$ cat src/hw/hde_cfg.svh
// constants for the distortion event block: offsets, fields, resets, timing
`ifndef HDE_CFG_SVH
`define HDE_CFG_SVH
// timing
`define HDE_CLK_NS 40
`define HDE_CYCLE_US 5000
`define HDE_CYCLE_CLKS ((`HDE_CYCLE_US * 1000) / `HDE_CLK_NS)
`define HDE_BLK_LEAD_US 5000
`define HDE_DLY_STEP_US 5000
`define HDE_DLY_MAX 19'h57E40
`define HDE_DLY_DEF 19'h007D0
`define HDE_PU_DEF 16'h03E8
`define HDE_PCT_FULL 23'h000064
`define HDE_PCT_RESET 23'h000061
// log
`define HDE_LOG_DEPTH 4'hC
`define HDE_LOG_LAST 4'hB
`define HDE_REC_W 106
`define HDE_REC_ID_LSB 48
`define HDE_REC_GRP_LSB 55
`define HDE_REC_L1_LSB 58
`define HDE_REC_L2_LSB 74
`define HDE_REC_L3_LSB 90
// register offsets
`define HDE_OFS_CTRL 8'h00
`define HDE_OFS_PU_PH 8'h04
`define HDE_OFS_PU_R1 8'h08
`define HDE_OFS_PU_R2 8'h0C
`define HDE_OFS_DLY_PH 8'h10
`define HDE_OFS_DLY_R1 8'h14
`define HDE_OFS_DLY_R2 8'h18
`define HDE_OFS_EVT_CFG 8'h1C
`define HDE_OFS_STATUS 8'h20
`define HDE_OFS_CNT_START 8'h24
`define HDE_OFS_CNT_ALARM 8'h28
`define HDE_OFS_CNT_BLOCK 8'h2C
`define HDE_OFS_CNT_CLR 8'h30
`define HDE_OFS_LOG_SEL 8'h34
`define HDE_OFS_LOG_W0 8'h38
`define HDE_OFS_LOG_W1 8'h3C
`define HDE_OFS_LOG_W2 8'h40
`define HDE_OFS_LOG_W3 8'h44
// fields and reset values
`define HDE_CTRL_PWR_BIT 4
`define HDE_CTRL_RST 5'h07
`define HDE_EVT_OFF_LSB 16
`define HDE_EVT_CFG_RST 32'h007F007F
`endif

$ cat src/hw/hde_pkg.sv
// types of the distortion event block
package hde_pkg;
  typedef enum logic [3:0] {
    HDE_ST_NORMAL = 4'h1,
    HDE_ST_START = 4'h2,
    HDE_ST_ALARM = 4'h4,
    HDE_ST_BLOCKED = 4'h8
  } hde_state_t;
  typedef logic [15:0] hde_thd_t;
  typedef logic [18:0] hde_dly_t;
endpackage

$ cat src/hw/hde_top.sv
// distortion event block: pick-up, blocking, timers, events, counters, log
// Notes on behaviour
// - status shows normal, start, alarm or blocked
// - block sampled at start of each cycle
// - block comes from dedicated routed input
// - unblocked pick-up raises start, starts timer
// - blocked pick-up gives blocked, no timing
// - block during start drops start like release
// - only fixed definite delay characteristic
// - per channel delay, 5 ms steps, up to 1800 s
// - on and off events per source
// - per event on/off write selection
// - every event carries a time stamp
// - clearable start, alarm, blocked counters
// - twelve-entry circular log on on edges
// - record: time, identity, phase values, group
// - start, alarm, blocked as binary outputs
// - pick-up when distortion exceeds setting
// - release below 97 percent of setting
// - disabled channel never picks up
// - common amplitude or power ratio select
//
// Added by the designer: the register addresses and register access over APB.
`timescale 1ns/1ns
`include "hde_cfg.svh"
module hde_top #(
  parameter int unsigned CYCLE_CLKS = `HDE_CYCLE_CLKS
) (
  // clock and reset
  input wire logic pclk,
  input wire logic presetn,
  // apb slave
  input wire logic psel,
  input wire logic penable,
  input wire logic pwrite,
  input wire logic [7:0] paddr,
  input wire logic [31:0] pwdata,
  output logic [31:0] prdata,
  output logic pready,
  output logic pslverr,
  // measured distortion, 0.01 percent units
  input wire hde_pkg::hde_thd_t amp_l1,
  input wire hde_pkg::hde_thd_t amp_l2,
  input wire hde_pkg::hde_thd_t amp_l3,
  input wire hde_pkg::hde_thd_t amp_res1,
  input wire hde_pkg::hde_thd_t amp_res2,
  input wire hde_pkg::hde_thd_t pow_l1,
  input wire hde_pkg::hde_thd_t pow_l2,
  input wire hde_pkg::hde_thd_t pow_l3,
  input wire hde_pkg::hde_thd_t pow_res1,
  input wire hde_pkg::hde_thd_t pow_res2,
  // system inputs
  input wire logic block_in,
  input wire logic [47:0] time_ms,
  input wire logic [2:0] setting_group,
  // binary outputs
  output logic [2:0] start_out,
  output logic [2:0] alarm_out,
  output logic blocked_out,
  // event strobes: bits 2:0 start, 5:3 alarm, 6 blocked
  output logic [6:0] evt_on,
  output logic [6:0] evt_off,
  output logic [47:0] evt_stamp
);
  logic [16:0] cyc_q;
  logic tick_q;
  logic eval_q;
  logic blk_s_q;
  logic [2:0] pick_q;
  logic [4:0] ctrl_q;
  hde_pkg::hde_thd_t pu_q [3];
  hde_pkg::hde_dly_t dly_q [3];
  logic [31:0] evt_cfg_q;
  logic [31:0] cnt_q [3];
  logic [3:0] log_sel_q;
  logic [3:0] wptr_q;
  logic [3:0] lcnt_q;
  logic blocked_q;
  logic [6:0] src_prev_q;
  logic [6:0] evt_on_q;
  logic [6:0] evt_off_q;
  logic [47:0] evt_stamp_q;
  logic [31:0] prdata_q;
  logic pready_q;
  logic pslverr_q;
  logic [31:0] rd_d;
  logic [2:0] ch_start;
  logic [2:0] ch_alarm;
  logic [2:0] ch_blocked;
  hde_pkg::hde_state_t ch_state [3];
  logic [6:0] src;
  logic [6:0] rise;
  logic [6:0] fall;
  logic wr_en;
  logic [2:0] clr;
  hde_pkg::hde_thd_t v_l1, v_l2, v_l3, v_r1, v_r2;
  logic [`HDE_REC_W-1:0] rec;
  logic [`HDE_REC_W-1:0] log_rd;

  function automatic hde_pkg::hde_thd_t sel_ratio(input logic pwr, input hde_pkg::hde_thd_t a,
                                                   input hde_pkg::hde_thd_t p);
    sel_ratio = pwr ? p : a;
  endfunction

  function automatic logic under_reset(input hde_pkg::hde_thd_t v, input hde_pkg::hde_thd_t s);
    under_reset = (23'(v) * `HDE_PCT_FULL) < (23'(s) * `HDE_PCT_RESET);
  endfunction

  function automatic logic pick_next(input logic prev, input logic en, input logic above,
                                     input logic below);
    if (!en)
      pick_next = 1'b0;
    else if (!prev)
      pick_next = above;
    else
      pick_next = !below;
  endfunction

  function automatic logic [1:0] state_code(input hde_pkg::hde_state_t s);
    unique case (s)
      hde_pkg::HDE_ST_NORMAL: state_code = 2'h0;
      hde_pkg::HDE_ST_START: state_code = 2'h1;
      hde_pkg::HDE_ST_ALARM: state_code = 2'h2;
      hde_pkg::HDE_ST_BLOCKED: state_code = 2'h3;
    endcase
  endfunction

  function automatic hde_pkg::hde_dly_t clip_dly(input logic [31:0] w);
    clip_dly = (w > 32'(`HDE_DLY_MAX)) ? `HDE_DLY_MAX : w[18:0];
  endfunction

  // ratio selection common to all channels
  assign v_l1 = sel_ratio(ctrl_q[`HDE_CTRL_PWR_BIT], amp_l1, pow_l1);
  assign v_l2 = sel_ratio(ctrl_q[`HDE_CTRL_PWR_BIT], amp_l2, pow_l2);
  assign v_l3 = sel_ratio(ctrl_q[`HDE_CTRL_PWR_BIT], amp_l3, pow_l3);
  assign v_r1 = sel_ratio(ctrl_q[`HDE_CTRL_PWR_BIT], amp_res1, pow_res1);
  assign v_r2 = sel_ratio(ctrl_q[`HDE_CTRL_PWR_BIT], amp_res2, pow_res2);

  // processing cycle tick
  always_ff @(posedge pclk or negedge presetn)
  begin
    if (!presetn)
    begin
      cyc_q <= '0;
      tick_q <= 1'b0;
      eval_q <= 1'b0;
    end
    else
    begin
      tick_q <= (cyc_q == 17'(CYCLE_CLKS - 1));
      cyc_q <= (cyc_q == 17'(CYCLE_CLKS - 1)) ? '0 : cyc_q + 17'h00001;
      eval_q <= tick_q;
    end
  end

  // block sample and pick-up with hysteresis, one cycle ahead of evaluation
  always_ff @(posedge pclk or negedge presetn)
  begin
    if (!presetn)
    begin
      blk_s_q <= 1'b0;
      pick_q <= '0;
    end
    else if (tick_q)
    begin
      blk_s_q <= block_in;
      pick_q[0] <= pick_next(pick_q[0], ctrl_q[0],
                             v_l1 > pu_q[0] || v_l2 > pu_q[0] || v_l3 > pu_q[0],
                             under_reset(v_l1, pu_q[0]) && under_reset(v_l2, pu_q[0]) &&
                             under_reset(v_l3, pu_q[0]));
      pick_q[1] <= pick_next(pick_q[1], ctrl_q[1], v_r1 > pu_q[1], under_reset(v_r1, pu_q[1]));
      pick_q[2] <= pick_next(pick_q[2], ctrl_q[2], v_r2 > pu_q[2], under_reset(v_r2, pu_q[2]));
    end
  end

  // channels: phase, residual one, residual two
  for (genvar i = 0; i < 3; i++)
  begin : g_chan
    hde_chan u_chan (
      .pclk(pclk),
      .presetn(presetn),
      .eval_i(eval_q),
      .pick_i(pick_q[i]),
      .blk_i(blk_s_q),
      .en_i(ctrl_q[i]),
      .delay_i(dly_q[i]),
      .state_q(ch_state[i]),
      .start_q(ch_start[i]),
      .alarm_q(ch_alarm[i]),
      .blocked_q(ch_blocked[i])
    );
  end

  assign start_out = ch_start;
  assign alarm_out = ch_alarm;
  assign blocked_out = blocked_q;
  assign src = {blocked_q, ch_alarm, ch_start};
  assign rise = src & ~src_prev_q;
  assign fall = ~src & src_prev_q;

  // events with time stamps
  always_ff @(posedge pclk or negedge presetn)
  begin
    if (!presetn)
    begin
      blocked_q <= 1'b0;
      src_prev_q <= '0;
      evt_on_q <= '0;
      evt_off_q <= '0;
      evt_stamp_q <= '0;
    end
    else
    begin
      blocked_q <= |ch_blocked;
      src_prev_q <= src;
      evt_on_q <= rise & evt_cfg_q[6:0];
      evt_off_q <= fall & evt_cfg_q[`HDE_EVT_OFF_LSB+6:`HDE_EVT_OFF_LSB];
      if (|(rise | fall))
      begin
        evt_stamp_q <= time_ms;
      end
    end
  end

  assign evt_on = evt_on_q;
  assign evt_off = evt_off_q;
  assign evt_stamp = evt_stamp_q;

  // fault log
  assign rec = {v_l3, v_l2, v_l1, setting_group, rise, time_ms};

  always_ff @(posedge pclk or negedge presetn)
  begin
    if (!presetn)
    begin
      wptr_q <= '0;
      lcnt_q <= '0;
    end
    else if (|rise)
    begin
      wptr_q <= (wptr_q == `HDE_LOG_LAST) ? 4'h0 : wptr_q + 4'h1;
      lcnt_q <= (lcnt_q == `HDE_LOG_DEPTH) ? lcnt_q : lcnt_q + 4'h1;
    end
  end

  hde_log_mem u_log (
    .pclk(pclk),
    .presetn(presetn),
    .we(|rise),
    .waddr(wptr_q),
    .wdata(rec),
    .raddr(log_sel_q),
    .rdata_q(log_rd)
  );

  // apb slave
  assign wr_en = psel && penable && pready_q && pwrite;
  assign clr = (wr_en && paddr == `HDE_OFS_CNT_CLR) ? pwdata[2:0] : 3'h0;

  always_comb
  begin
    rd_d = 32'h00000000;
    unique case (paddr)
      `HDE_OFS_CTRL: rd_d = {27'h0000000, ctrl_q};
      `HDE_OFS_PU_PH: rd_d = {16'h0000, pu_q[0]};
      `HDE_OFS_PU_R1: rd_d = {16'h0000, pu_q[1]};
      `HDE_OFS_PU_R2: rd_d = {16'h0000, pu_q[2]};
      `HDE_OFS_DLY_PH: rd_d = {13'h0000, dly_q[0]};
      `HDE_OFS_DLY_R1: rd_d = {13'h0000, dly_q[1]};
      `HDE_OFS_DLY_R2: rd_d = {13'h0000, dly_q[2]};
      `HDE_OFS_EVT_CFG: rd_d = evt_cfg_q;
      `HDE_OFS_STATUS: rd_d = {15'h0000, blk_s_q, 1'b0, blocked_q, ch_alarm, ch_start,
                                2'h0, state_code(ch_state[2]), state_code(ch_state[1]),
                                state_code(ch_state[0])};
      `HDE_OFS_CNT_START: rd_d = cnt_q[0];
      `HDE_OFS_CNT_ALARM: rd_d = cnt_q[1];
      `HDE_OFS_CNT_BLOCK: rd_d = cnt_q[2];
      `HDE_OFS_LOG_SEL: rd_d = {20'h00000, lcnt_q, wptr_q, log_sel_q};
      `HDE_OFS_LOG_W0: rd_d = log_rd[31:0];
      `HDE_OFS_LOG_W1: rd_d = {6'h00, log_rd[57:32]};
      `HDE_OFS_LOG_W2: rd_d = log_rd[89:58];
      `HDE_OFS_LOG_W3: rd_d = {16'h0000, log_rd[105:90]};
      default: rd_d = 32'h00000000;
    endcase
  end

  always_ff @(posedge pclk or negedge presetn)
  begin
    if (!presetn)
    begin
      pready_q <= 1'b0;
      prdata_q <= '0;
      pslverr_q <= 1'b0;
    end
    else
    begin
      pready_q <= psel && !penable;
      prdata_q <= (psel && !penable && !pwrite) ? rd_d : prdata_q;
      pslverr_q <= psel && !penable && (paddr > `HDE_OFS_LOG_W3 || paddr[1:0] != 2'h0);
    end
  end

  assign prdata = prdata_q;
  assign pready = pready_q;
  assign pslverr = pslverr_q;

  // settings registers
  always_ff @(posedge pclk or negedge presetn)
  begin
    if (!presetn)
    begin
      ctrl_q <= `HDE_CTRL_RST;
      evt_cfg_q <= `HDE_EVT_CFG_RST;
      log_sel_q <= '0;
      for (int i = 0; i < 3; i++)
      begin
        pu_q[i] <= `HDE_PU_DEF;
        dly_q[i] <= `HDE_DLY_DEF;
      end
    end
    else if (wr_en)
    begin
      unique case (paddr)
        `HDE_OFS_CTRL: ctrl_q <= {pwdata[4], 1'b0, pwdata[2:0]};
        `HDE_OFS_PU_PH: pu_q[0] <= pwdata[15:0];
        `HDE_OFS_PU_R1: pu_q[1] <= pwdata[15:0];
        `HDE_OFS_PU_R2: pu_q[2] <= pwdata[15:0];
        `HDE_OFS_DLY_PH: dly_q[0] <= clip_dly(pwdata);
        `HDE_OFS_DLY_R1: dly_q[1] <= clip_dly(pwdata);
        `HDE_OFS_DLY_R2: dly_q[2] <= clip_dly(pwdata);
        `HDE_OFS_EVT_CFG: evt_cfg_q <= pwdata & `HDE_EVT_CFG_RST;
        `HDE_OFS_LOG_SEL: log_sel_q <= pwdata[3:0];
        default: ;
      endcase
    end
  end

  // cumulative counters, a count in the clearing cycle survives
  always_ff @(posedge pclk or negedge presetn)
  begin
    if (!presetn)
    begin
      for (int i = 0; i < 3; i++)
      begin
        cnt_q[i] <= '0;
      end
    end
    else
    begin
      cnt_q[0] <= (clr[0] ? 32'h0 : cnt_q[0]) + {31'h0, |rise[2:0]};
      cnt_q[1] <= (clr[1] ? 32'h0 : cnt_q[1]) + {31'h0, |rise[5:3]};
      cnt_q[2] <= (clr[2] ? 32'h0 : cnt_q[2]) + {31'h0, rise[6]};
    end
  end

  chk_blk_sample: assert property (@(posedge pclk) disable iff (!presetn)
    tick_q |=> blk_s_q == $past(block_in) && eval_q)
    else $error("block not sampled before evaluation");
  chk_evt_stamp: assert property (@(posedge pclk) disable iff (!presetn)
    |(rise | fall) |=> evt_stamp_q == $past(time_ms))
    else $error("event stamp not captured");
  chk_evt_on: assert property (@(posedge pclk) disable iff (!presetn)
    rise[6] && evt_cfg_q[6] |=> evt_on_q[6] && !evt_off_q[6])
    else $error("blocked on event missing");
  chk_log_wrap: assert property (@(posedge pclk) disable iff (!presetn)
    |rise && wptr_q == `HDE_LOG_LAST |=> wptr_q == 4'h0 && lcnt_q != 4'h0)
    else $error("log pointer did not wrap");
  chk_cnt_clear: assert property (@(posedge pclk) disable iff (!presetn)
    clr[1] && !(|rise[5:3]) |=> cnt_q[1] == 32'h0)
    else $error("alarm counter not cleared");
  chk_blocked_out: assert property (@(posedge pclk) disable iff (!presetn)
    |ch_blocked |=> blocked_out)
    else $error("blocked output missing");
endmodule

$ cat src/hw/hde_log_mem.sv
// twelve-slot record memory with registered read data
`timescale 1ns/1ns
`include "hde_cfg.svh"
module hde_log_mem (
  // clock and reset
  input wire logic pclk,
  input wire logic presetn,
  // write port
  input wire logic we,
  input wire logic [3:0] waddr,
  input wire logic [`HDE_REC_W-1:0] wdata,
  // read port
  input wire logic [3:0] raddr,
  output logic [`HDE_REC_W-1:0] rdata_q
);
  logic [`HDE_REC_W-1:0] mem [12];

  always_ff @(posedge pclk)
  begin
    if (we && waddr < `HDE_LOG_DEPTH)
    begin
      mem[waddr] <= wdata;
    end
  end

  always_ff @(posedge pclk or negedge presetn)
  begin
    if (!presetn)
    begin
      rdata_q <= '0;
    end
    else if (raddr < `HDE_LOG_DEPTH)
    begin
      rdata_q <= mem[raddr];
    end
    else
    begin
      rdata_q <= '0;
    end
  end
endmodule

$ cat src/hw/hde_chan.sv
// one supervised channel: start, blocked and definite-time alarm
`timescale 1ns/1ns
`include "hde_cfg.svh"
module hde_chan (
  // clock and reset
  input wire logic pclk,
  input wire logic presetn,
  // cycle evaluation inputs
  input wire logic eval_i,
  input wire logic pick_i,
  input wire logic blk_i,
  input wire logic en_i,
  input wire hde_pkg::hde_dly_t delay_i,
  // outputs
  output hde_pkg::hde_state_t state_q,
  output logic start_q,
  output logic alarm_q,
  output logic blocked_q
);
  hde_pkg::hde_state_t st_d;
  hde_pkg::hde_dly_t cnt_q;
  hde_pkg::hde_dly_t cnt_d;
  hde_pkg::hde_dly_t cnt_inc;

  assign cnt_inc = cnt_q + 19'h00001;

  always_comb
  begin
    st_d = state_q;
    cnt_d = cnt_q;
    if (eval_i)
    begin
      cnt_d = '0;
      if (!en_i || !pick_i)
      begin
        st_d = hde_pkg::HDE_ST_NORMAL;
      end
      else if (blk_i)
      begin
        st_d = hde_pkg::HDE_ST_BLOCKED;
      end
      else
      begin
        unique case (state_q)
          hde_pkg::HDE_ST_START:
          begin
            cnt_d = cnt_inc;
            st_d = (cnt_inc >= delay_i) ? hde_pkg::HDE_ST_ALARM : hde_pkg::HDE_ST_START;
          end
          hde_pkg::HDE_ST_ALARM:
          begin
            st_d = hde_pkg::HDE_ST_ALARM;
          end
          hde_pkg::HDE_ST_NORMAL, hde_pkg::HDE_ST_BLOCKED:
          begin
            st_d = (delay_i == '0) ? hde_pkg::HDE_ST_ALARM : hde_pkg::HDE_ST_START;
          end
        endcase
      end
    end
  end

  always_ff @(posedge pclk or negedge presetn)
  begin
    if (!presetn)
    begin
      state_q <= hde_pkg::HDE_ST_NORMAL;
      cnt_q <= '0;
      start_q <= 1'b0;
      alarm_q <= 1'b0;
      blocked_q <= 1'b0;
    end
    else
    begin
      state_q <= st_d;
      cnt_q <= cnt_d;
      start_q <= (st_d == hde_pkg::HDE_ST_START) || (st_d == hde_pkg::HDE_ST_ALARM);
      alarm_q <= (st_d == hde_pkg::HDE_ST_ALARM);
      blocked_q <= (st_d == hde_pkg::HDE_ST_BLOCKED);
    end
  end

  chk_start_go: assert property (@(posedge pclk) disable iff (!presetn)
    eval_i && en_i && pick_i && !blk_i |=> start_q && !blocked_q)
    else $error("start not raised on unblocked pick-up");
  chk_start_blocked: assert property (@(posedge pclk) disable iff (!presetn)
    eval_i && en_i && pick_i && blk_i |=> blocked_q && !start_q && !alarm_q)
    else $error("blocked pick-up did not give blocked only");
  chk_block_release: assert property (@(posedge pclk) disable iff (!presetn)
    start_q && eval_i && blk_i |=> !start_q && !alarm_q && cnt_q == '0)
    else $error("start kept or timer kept after block");
  chk_chan_disabled: assert property (@(posedge pclk) disable iff (!presetn)
    eval_i && !en_i |=> !start_q && !alarm_q && !blocked_q)
    else $error("disabled channel still active");
  chk_alarm_time: assert property (@(posedge pclk) disable iff (!presetn)
    $rose(alarm_q) |-> $past(state_q) != hde_pkg::HDE_ST_START || $past(cnt_inc) >= delay_i)
    else $error("alarm before delay expired");
  chk_alarm_start: assert property (@(posedge pclk) disable iff (!presetn)
    alarm_q |-> start_q && state_q == hde_pkg::HDE_ST_ALARM)
    else $error("alarm without start");
endmodule

$ cat config.mk
export PLATFORM = sky130hd
export DESIGN_NAME = hde_top
export DESIGN_NICKNAME = d
export VERILOG_FILES = /design/src/hw/hde_pkg.sv /design/src/hw/hde_top.sv /design/src/hw/hde_log_mem.sv /design/src/hw/hde_chan.sv
export VERILOG_INCLUDE_DIRS = /design/src /design/src/hw
export SDC_FILE = /design/constraint.sdc
export NUM_CORES = 2
export LEC_CHECK = 0
export ABC_AREA = 1
export BUFFER_PORTS_ARGS = -buffer_cell sky130_fd_sc_hd__buf_2
export CAP_MARGIN = 40
export CORE_ASPECT_RATIO = 0.7
export CORE_MARGIN = 5
export CORE_UTILIZATION = 34
export CTS_CLUSTER_SIZE = 25
export DETAILED_ROUTE_END_ITERATION = 12
export GPL_TIMING_DRIVEN = 0
export PLACE_DENSITY = 0.59
export SLEW_MARGIN = 10
export SYNTH_ARGS = -nofsm -noshare
export SYNTH_HDL_FRONTEND = slang
export SYNTH_SLANG_ARGS = --single-unit
$ cat constraint.sdc
create_clock -name pclk -period 19.23 [get_ports pclk]
set_clock_uncertainty 0.15 [all_clocks]
set_input_delay 3.846 -clock pclk [delete_from_list [all_inputs] [get_ports pclk]]
set_output_delay 3.846 -clock pclk [all_outputs]
set_load 0.01 [all_outputs]
# Yosys cells after proc, flatten, opt, wreduce, memory -nomap -nowiden
# Memory sizes are Yosys's and may differ from the RTL's.
# Cells that the tools add are included.
dict set report classes {
  reduce_logical 53
  muxes 52
  n_addsub 9
  multipliers 8
  n_eq_ne 41
  n_lt_le_gt_ge 17
  n_bitwise 8
}
# cell count
set op_table {}
lappend op_table {{$pmux 32 s17} 1}
lappend op_table {{$mux 19} 10}
lappend op_table {{$lt 23x23->1} 5}
lappend op_table {{$mux 106} 1}
lappend op_table {{$mul 16x5->21 const B} 5}
lappend op_table {{$add 32x1->32} 3}
lappend op_table {{$mux 32} 3}
lappend op_table {{$gt 16x16->1} 5}
lappend op_table {{$mux 16} 5}
lappend op_table {{$mul 16x7->23 const B} 3}
lappend op_table {{$eq 8x6->1 const B} 8}
lappend op_table {{$add 19x1->19 const B} 3}
lappend op_table {{$ge 19x19->1} 3}
lappend op_table {{$logic_not 19->1} 3}
lappend op_table {{$mux 4} 10}
lappend op_table {{$pmux 4 s3} 3}
lappend op_table {{$eq 4x4->1 const B} 8}
lappend op_table {{$eq 8x5->1 const B} 4}
lappend op_table {{$gt 32x19->1 const B} 1}
lappend op_table {{$and 7x7->7} 4}
lappend op_table {{$eq 4x2->1 const B} 6}
lappend op_table {{$eq 4x3->1 const B} 6}
lappend op_table {{$pmux 2 s4} 3}
lappend op_table {{$mux 3} 7}
lappend op_table {{23 further kinds} 78}
dict set report word_totals {
  memories 1
  regBits 542
  out_inout_bits 103
  ram_bits 1272
  elab_cells 232
}
# name depth word_bits rd rd_ports_with_merged_regs wr line
set memory_table {}
lappend memory_table {u_log.mem 12 106 1 0 1 hde_log_mem.sv:16} ;# logic [`HDE_REC_W-1:0] mem [12];

# Depth between registers and ports, before layout
dict set report depth {
  depth_word 9
  depth_mapped 37
}

# Cells and area by module
# A second synthesis with hierarchy kept.
dict set report hier_totals {
  hier_cells 9411
  hier_area_um2 94874.7
}
# module area_each_um2 instances cells_per_inst seq_area_each_um2
set modules_own_cells {}
lappend modules_own_cells {hde_log_mem 53193.5 1 4208 40849.2}
lappend modules_own_cells {hde_top 35607.9 1 4378 9024.9}
lappend modules_own_cells {hde_chan 2024.4 3 275 651.9}

# Worst setup path after synthesis
# No wires, ideal clock.
dict set report synth_path {
  path_type {register -> register}
  start {register src_prev_q[1]}
  end {memory u_log.mem[10][0] (netlist bit) (enable)}
  period_less_slack_ps 9191
  arrival_ps 8340
  setup_slack_ps 10039
  setup_ps 702
  n_path_buf 1
  stages_incl_launch_ff 7
  cell_sequence {dfrtp_1 -> inv_1 -> ha_1 -> or3_1 -> nor3_1 -> clkbuf_1 -> nor3_1}
}
dict set report synth_via {
  elab_chain_len 6
}
# item line
set synth_rtl {}
lappend synth_rtl {{start, declared} hde_top.sv:79} ;# logic [6:0] src_prev_q;
lappend synth_rtl {{start signal, assigned} hde_top.sv:215} ;# src_prev_q <= src;
lappend synth_rtl {{$not 7->7} hde_top.sv:198} ;# assign rise = src & ~src_prev_q;
lappend synth_rtl {{$and 7x7->7} hde_top.sv:198}
lappend synth_rtl {{named net rise[1]} hde_top.sv:92} ;# logic [6:0] rise;
lappend synth_rtl {{$reduce_or 7->1} hde_top.sv:249} ;# .we(|rise),
lappend synth_rtl {{$logic_and 1x1->1 (no source line)} -}
lappend synth_rtl {{$mux 1} hde_log_mem.sv:20} ;# if (we && waddr < `HDE_LOG_DEPTH)
lappend synth_rtl {{$mux 1 (not written as such)} hde_log_mem.sv:22} ;# mem[waddr] <= wdata;
lappend synth_rtl {{end, declared} hde_log_mem.sv:16}
# The timed path passes the listed nets, and every way through them passes these cells.

# Worst setup path in the final report
dict set report layout_path {
  start {input amp_l1[8]}
  end {register pick_q[0]}
}
dict set report layout_via {
  elab_chain_len 8
}
# item line
set layout_rtl {}
lappend layout_rtl {{start, declared} hde_top.sv:42} ;# input wire hde_pkg::hde_thd_t amp_l1,
lappend layout_rtl {{$mux 16 (*)} hde_top.sv:102} ;# sel_ratio = pwr ? p : a;
lappend layout_rtl {{named net u_log.wdata[66]} hde_log_mem.sv:11} ;# input wire logic [`HDE_REC_W-1:0] wdata,
lappend layout_rtl {{$mul 16x5->21 (no source line)} -}
lappend layout_rtl {{$lt 23x23->1} hde_top.sv:106} ;# under_reset = (23'(v) * `HDE_PCT_FULL) < (23'(s) * `HDE_PCT_RESET);
lappend layout_rtl {{$logic_and 1x1->1 (2 in series)} hde_top.sv:169} ;# under_reset(v_l1, pu_q[0]) && under_reset(v_l2, pu_q[0]) &&
lappend layout_rtl {{$logic_not 1->1} hde_top.sv:116} ;# pick_next = !below;
lappend layout_rtl {{$mux 1 (*)} hde_top.sv:113} ;# else if (!prev)
lappend layout_rtl {{$mux 1 (*)} hde_top.sv:111} ;# if (!en)
lappend layout_rtl {{end signal, assigned} hde_top.sv:167} ;# pick_q[0] <= pick_next(pick_q[0], ctrl_q[0],
lappend layout_rtl {{end, declared} hde_top.sv:69} ;# logic [2:0] pick_q;
# Mark *: on every way through the listed nets, which the timed path passes. The rest lies on a longest branch.
# A chain may end at the register's enable or synchronous reset.

==> flow_summary.ini <==
[timing]
slew-limit-headroom_pct = 29.76
holdWs_ns = 0.2806
fin_crit_ns = 9.707
rsz0062_at_grt = false
min_period_over_period_pct = 50.48
slew_viol_final = 0
worstMarginPinSlew_ns = 1.054
fmax_mhz = 103.0
tns_ns = 0
hold_viol_final = 0
finalSetupViolCount = 0

[clock_network]
cts_tree = done
cts_made_buffers = 189
htreeDepth = 4
clk_pin_slew_ns = 0.06
post_cts_resized = 0
clockBufferDepth = 4
clock-sinks = 1814
clk_latency_ns = 0.88
cts_hold_buf = 0
root_buffer = clkbuf_16
cts_setup_buffers = 0

[logic_synthesis]
syn_inst = 8872
synth_flop_cell = edfxtp_1
synthArstFlopShare_pct = 29.88
synth_edf_count = 1272
ys_seq_area_share_pct = 55.95
synth_cell_types = 62
ys_ff_latch = 1814
synth_area_um2 = 92640
syn_nets = 9948
yosys_warnings = 0
synth.avg_cell_area_um2 = 10.44

[floorplan]
die-width_um = 633.9
die_y_um = 446.7
core_um2 = 271500
die_area_um2 = 283200
initial_utilization_pct = 34.13
fp-row-count = 160
ios = 360

[critical_path]
cp_top_family = adder cells
path_buf_inv = 6
slowest_stage = inv_1
criticalPathCategory = in -> reg
cp_slowest_stage_delay_ns = 0.58
critPathCaptureType = flop
crit_fanout = 15
worstPathRequired_ns = 19.82
crit_arrival_ns = 10.30
start_kind = input port

[placement]
place.gp.congestion = 0.9795
dp_cells = 13110
dp.final_hpwl_um = 269500
numPortBuffers = 359

[finish]
nNetsFinal = 10730
multi_input_area_um2 = 36080
drive_gt1_share_pct = 11.48
regArea_um2 = 51830
utilization_pct = 39.78
final_cells = 13470
n_fill_cell = 26250
area_delta_synth_final_pct = 16.56

[drt]
drtIter0Drc = 9492
vias = 73080
drc = 0
drt-wirelength-per-cell_um = 25.68
drtAntennaViolNets = 0
vias_per_cell = 5.424
drtPass1Iterations = 6
routed_wl_um = 346000

[power]
power.leakage_nw = 44.51
p_sw_share_pct = 24.98
p_seq_share_pct = 47.2
power-per-cell-area_nw_per_um2 = 82.39
p_sw_mw = 2.223
ir_drop_uv = 69.68
finalPower_mw = 8.897
power_frac_clock_pct = 41.9
pwr-share-comb_pct = 10.9
power.internal_mw = 6.674

[global_routing]
grt_pass1_wl_um = 488600
grt_use_met2_pct = 32.70
grt_max_degree = 103
top_usage_layer = met1
grt-ovfl-total = 0
grt_util_all_layers_pct = 23.66
antenna_found_initial = 24
gr-usage-met1_pct = 35.46
grt_use_met3_pct = 7.075
grt_pass1_vias = 68330

[flow_run]
max_cap_violations = 0

[run_status]
status = finished, final reports clean

[min_path]
hold_path.class = reg -> reg
## kinds of logic (layout without fill, tap and decap cells)
family / count (synthesis) / in the layout / share of synthesized area [%]
flops: 1814 / 1814 / 55.95
other cells: 0 / 20 / 0
mux: 52 / 52 / 0.6321
fa+ha+maj: 819 / 819 / 11.70
xor+xnor: 269 / 269 / 2.543
simple gates: 2955 / 2955 / 13.55
buf+inv: 1268 / 2204 / 5.200
compound gates: 1695 / 1695 / 10.42
## metal layers
| metal | wire (um) | part of all wire [%] | vias to the layer above |
|---|---|---|---|
| li1 | - | - | 32640 |
| met1 | 154600 | 45 | 36110 |
| met3 | 41700 | 12 | 472 |
| met5 | 29 | 0.0084 | - |
| met4 | 11660 | 3.4 | 4 |
| met2 | 138000 | 40 | 3850 |
## synthesized netlist by cell type (10+ instances only)
cell | n | area share, %
nor2_1 | 754 | 3.1
inv_1 | 884 | 3.6
nor3_1 | 89 | 0.48
nand2_1 | 1402 | 5.7
or2_2 | 51 | 0.34
fa_1 | 79 | 1.7
nand4_1 | 96 | 0.65
a22o_1 | 12 | 0.11
edfxtp_1 | 1272 | 41
a31oi_1 | 75 | 0.51
a21oi_1 | 273 | 1.5
a32o_1 | 49 | 0.53
mux2_2 | 52 | 0.63
o21ai_0 | 854 | 4.6
o21a_1 | 10 | 0.081
dfstp_2 | 56 | 1.6
nand3_1 | 453 | 2.4
o22ai_1 | 304 | 2.1
buf_1 | 24 | 0.097
clkbuf_1 | 327 | 1.3
a21boi_0 | 16 | 0.13
a211oi_1 | 13 | 0.11
ha_1 | 740 | 10
a221oi_1 | 36 | 0.34
dfrtp_1 | 486 | 13
nor4_1 | 53 | 0.36
o221ai_1 | 10 | 0.095
xor2_1 | 175 | 1.7
xnor2_1 | 94 | 0.89
buf_2 | 10 | 0.054
a21o_1 | 11 | 0.089
## metrics by stage
stage	setup WS, ns	cell area, um^2
global route	9.165	108000
global placement	0.3578	99000
CTS	9.620	107900
floorplan	10.04	92640
detailed placement	8.729	101800
finish	9.523	108000
## power groups by stage
stage	clock network (mW)	registers, mW	logic (mW)
finish	3.72	4.20	0.974
global route	3.94	4.20	1.11
CTS	3.78	4.20	0.966
detailed placement	0	4.28	0.959
global placement	0	4.28	0.920
floorplan	0	4.27	0.625
## cell usage in the layout (no fill, tap or decap), types with 16 or more instances in the layout
cell | Yosys | layout
a21boi_0 | 16 | 16
nor4_1 | 53 | 52
a221oi_1 | 36 | 36
nand2_1 | 1402 | 1402
o21ai_0 | 854 | 853
nor2_1 | 754 | 751
clkinv_2 | 0 | 29
a31oi_1 | 75 | 74
a21oi_1 | 273 | 273
buf_4 | 8 | 111
nor3_2 | 8 | 17
nand3_1 | 453 | 453
a32o_1 | 49 | 49
buf_8 | 0 | 21
nor3_1 | 89 | 80
o22ai_1 | 304 | 304
dfrtp_1 | 486 | 486
fa_1 | 79 | 79
buf_1 | 24 | 23
edfxtp_1 | 1272 | 1272
buf_6 | 2 | 58
clkbuf_1 | 327 | 366
clkbuf_8 | 0 | 21
mux2_2 | 52 | 52
nand4_1 | 96 | 96
clkbuf_16 | 0 | 192
or2_2 | 51 | 51
diode_2 | 0 | 20
inv_1 | 884 | 884
clkinv_1 | 5 | 19
ha_1 | 740 | 739
buf_2 | 10 | 387
buf_16 | 0 | 21
dfstp_2 | 56 | 56
xor2_1 | 175 | 175
xnor2_1 | 94 | 94
## path summary, 6_finish.rpt
kind | end | start | slack, ns | depth (start not counted)
min in group asynchronous | g_chan[2].u_chan.cnt_q[11]$_DFFE_PN0P_ | presetn | 2.70 | 1
hold / removal | blocked_out$_DFF_PN0_ | g_chan[1].u_chan.blocked_q$_DFF_PN0_ | 0.28 | 1
setup reg to reg | pick_q[0]$_DFFE_PN0P_ | ctrl_q[4]$_DFFE_PN0P_ | 11.03 | 31
setup / recovery | pick_q[0]$_DFFE_PN0P_ | amp_l1[8] | 9.52 | 28
max in group asynchronous | evt_stamp[34]$_DFFE_PN0P_ | presetn | 14.34 | 4
hold reg to reg | blocked_out$_DFF_PN0_ | g_chan[1].u_chan.blocked_q$_DFF_PN0_ | 0.28 | 1
## area by class of cell
class	count	share of cell area (%)
antenna	20	0.04635
sequential	1814	48.00
clock inverter	81	0.8053
multi-input combinational	5790	33.41
tap	3645	4.224
timing repair buffer	593	4.155
buffer	371	1.356
inverter	897	3.118
clock buffer	262	4.887
## sequential cells by signal (all words and copies together), names as in the netlist, 7 cells and up
register,count
evt_on,7
dly_q,57
evt_cfg_q,14
evt_off,7
u_log.rdata_q,106
src_prev_q,7
pu_q,48
u_log.mem,1272
cnt_q,96
g_chan.u_chan.cnt_q,57
g_chan.u_chan.state_q,12
cyc_q,17
prdata,32
evt_stamp,48
## worst register-to-register path, delay by kind of cell, from the launching register on
family | cells | cell delay [ns]
AO/OA/AOI/OAI | 5 | 1.56
XOR/XNOR | 1 | 0.16
adder cells (fa/ha/maj) | 5 | 1.96
buffers and inverters | 8 | 2.06
flip-flops | 1 | 0.34
AND/OR/NAND/NOR | 12 | 1.86
Power figures use the tool's default switching activity.
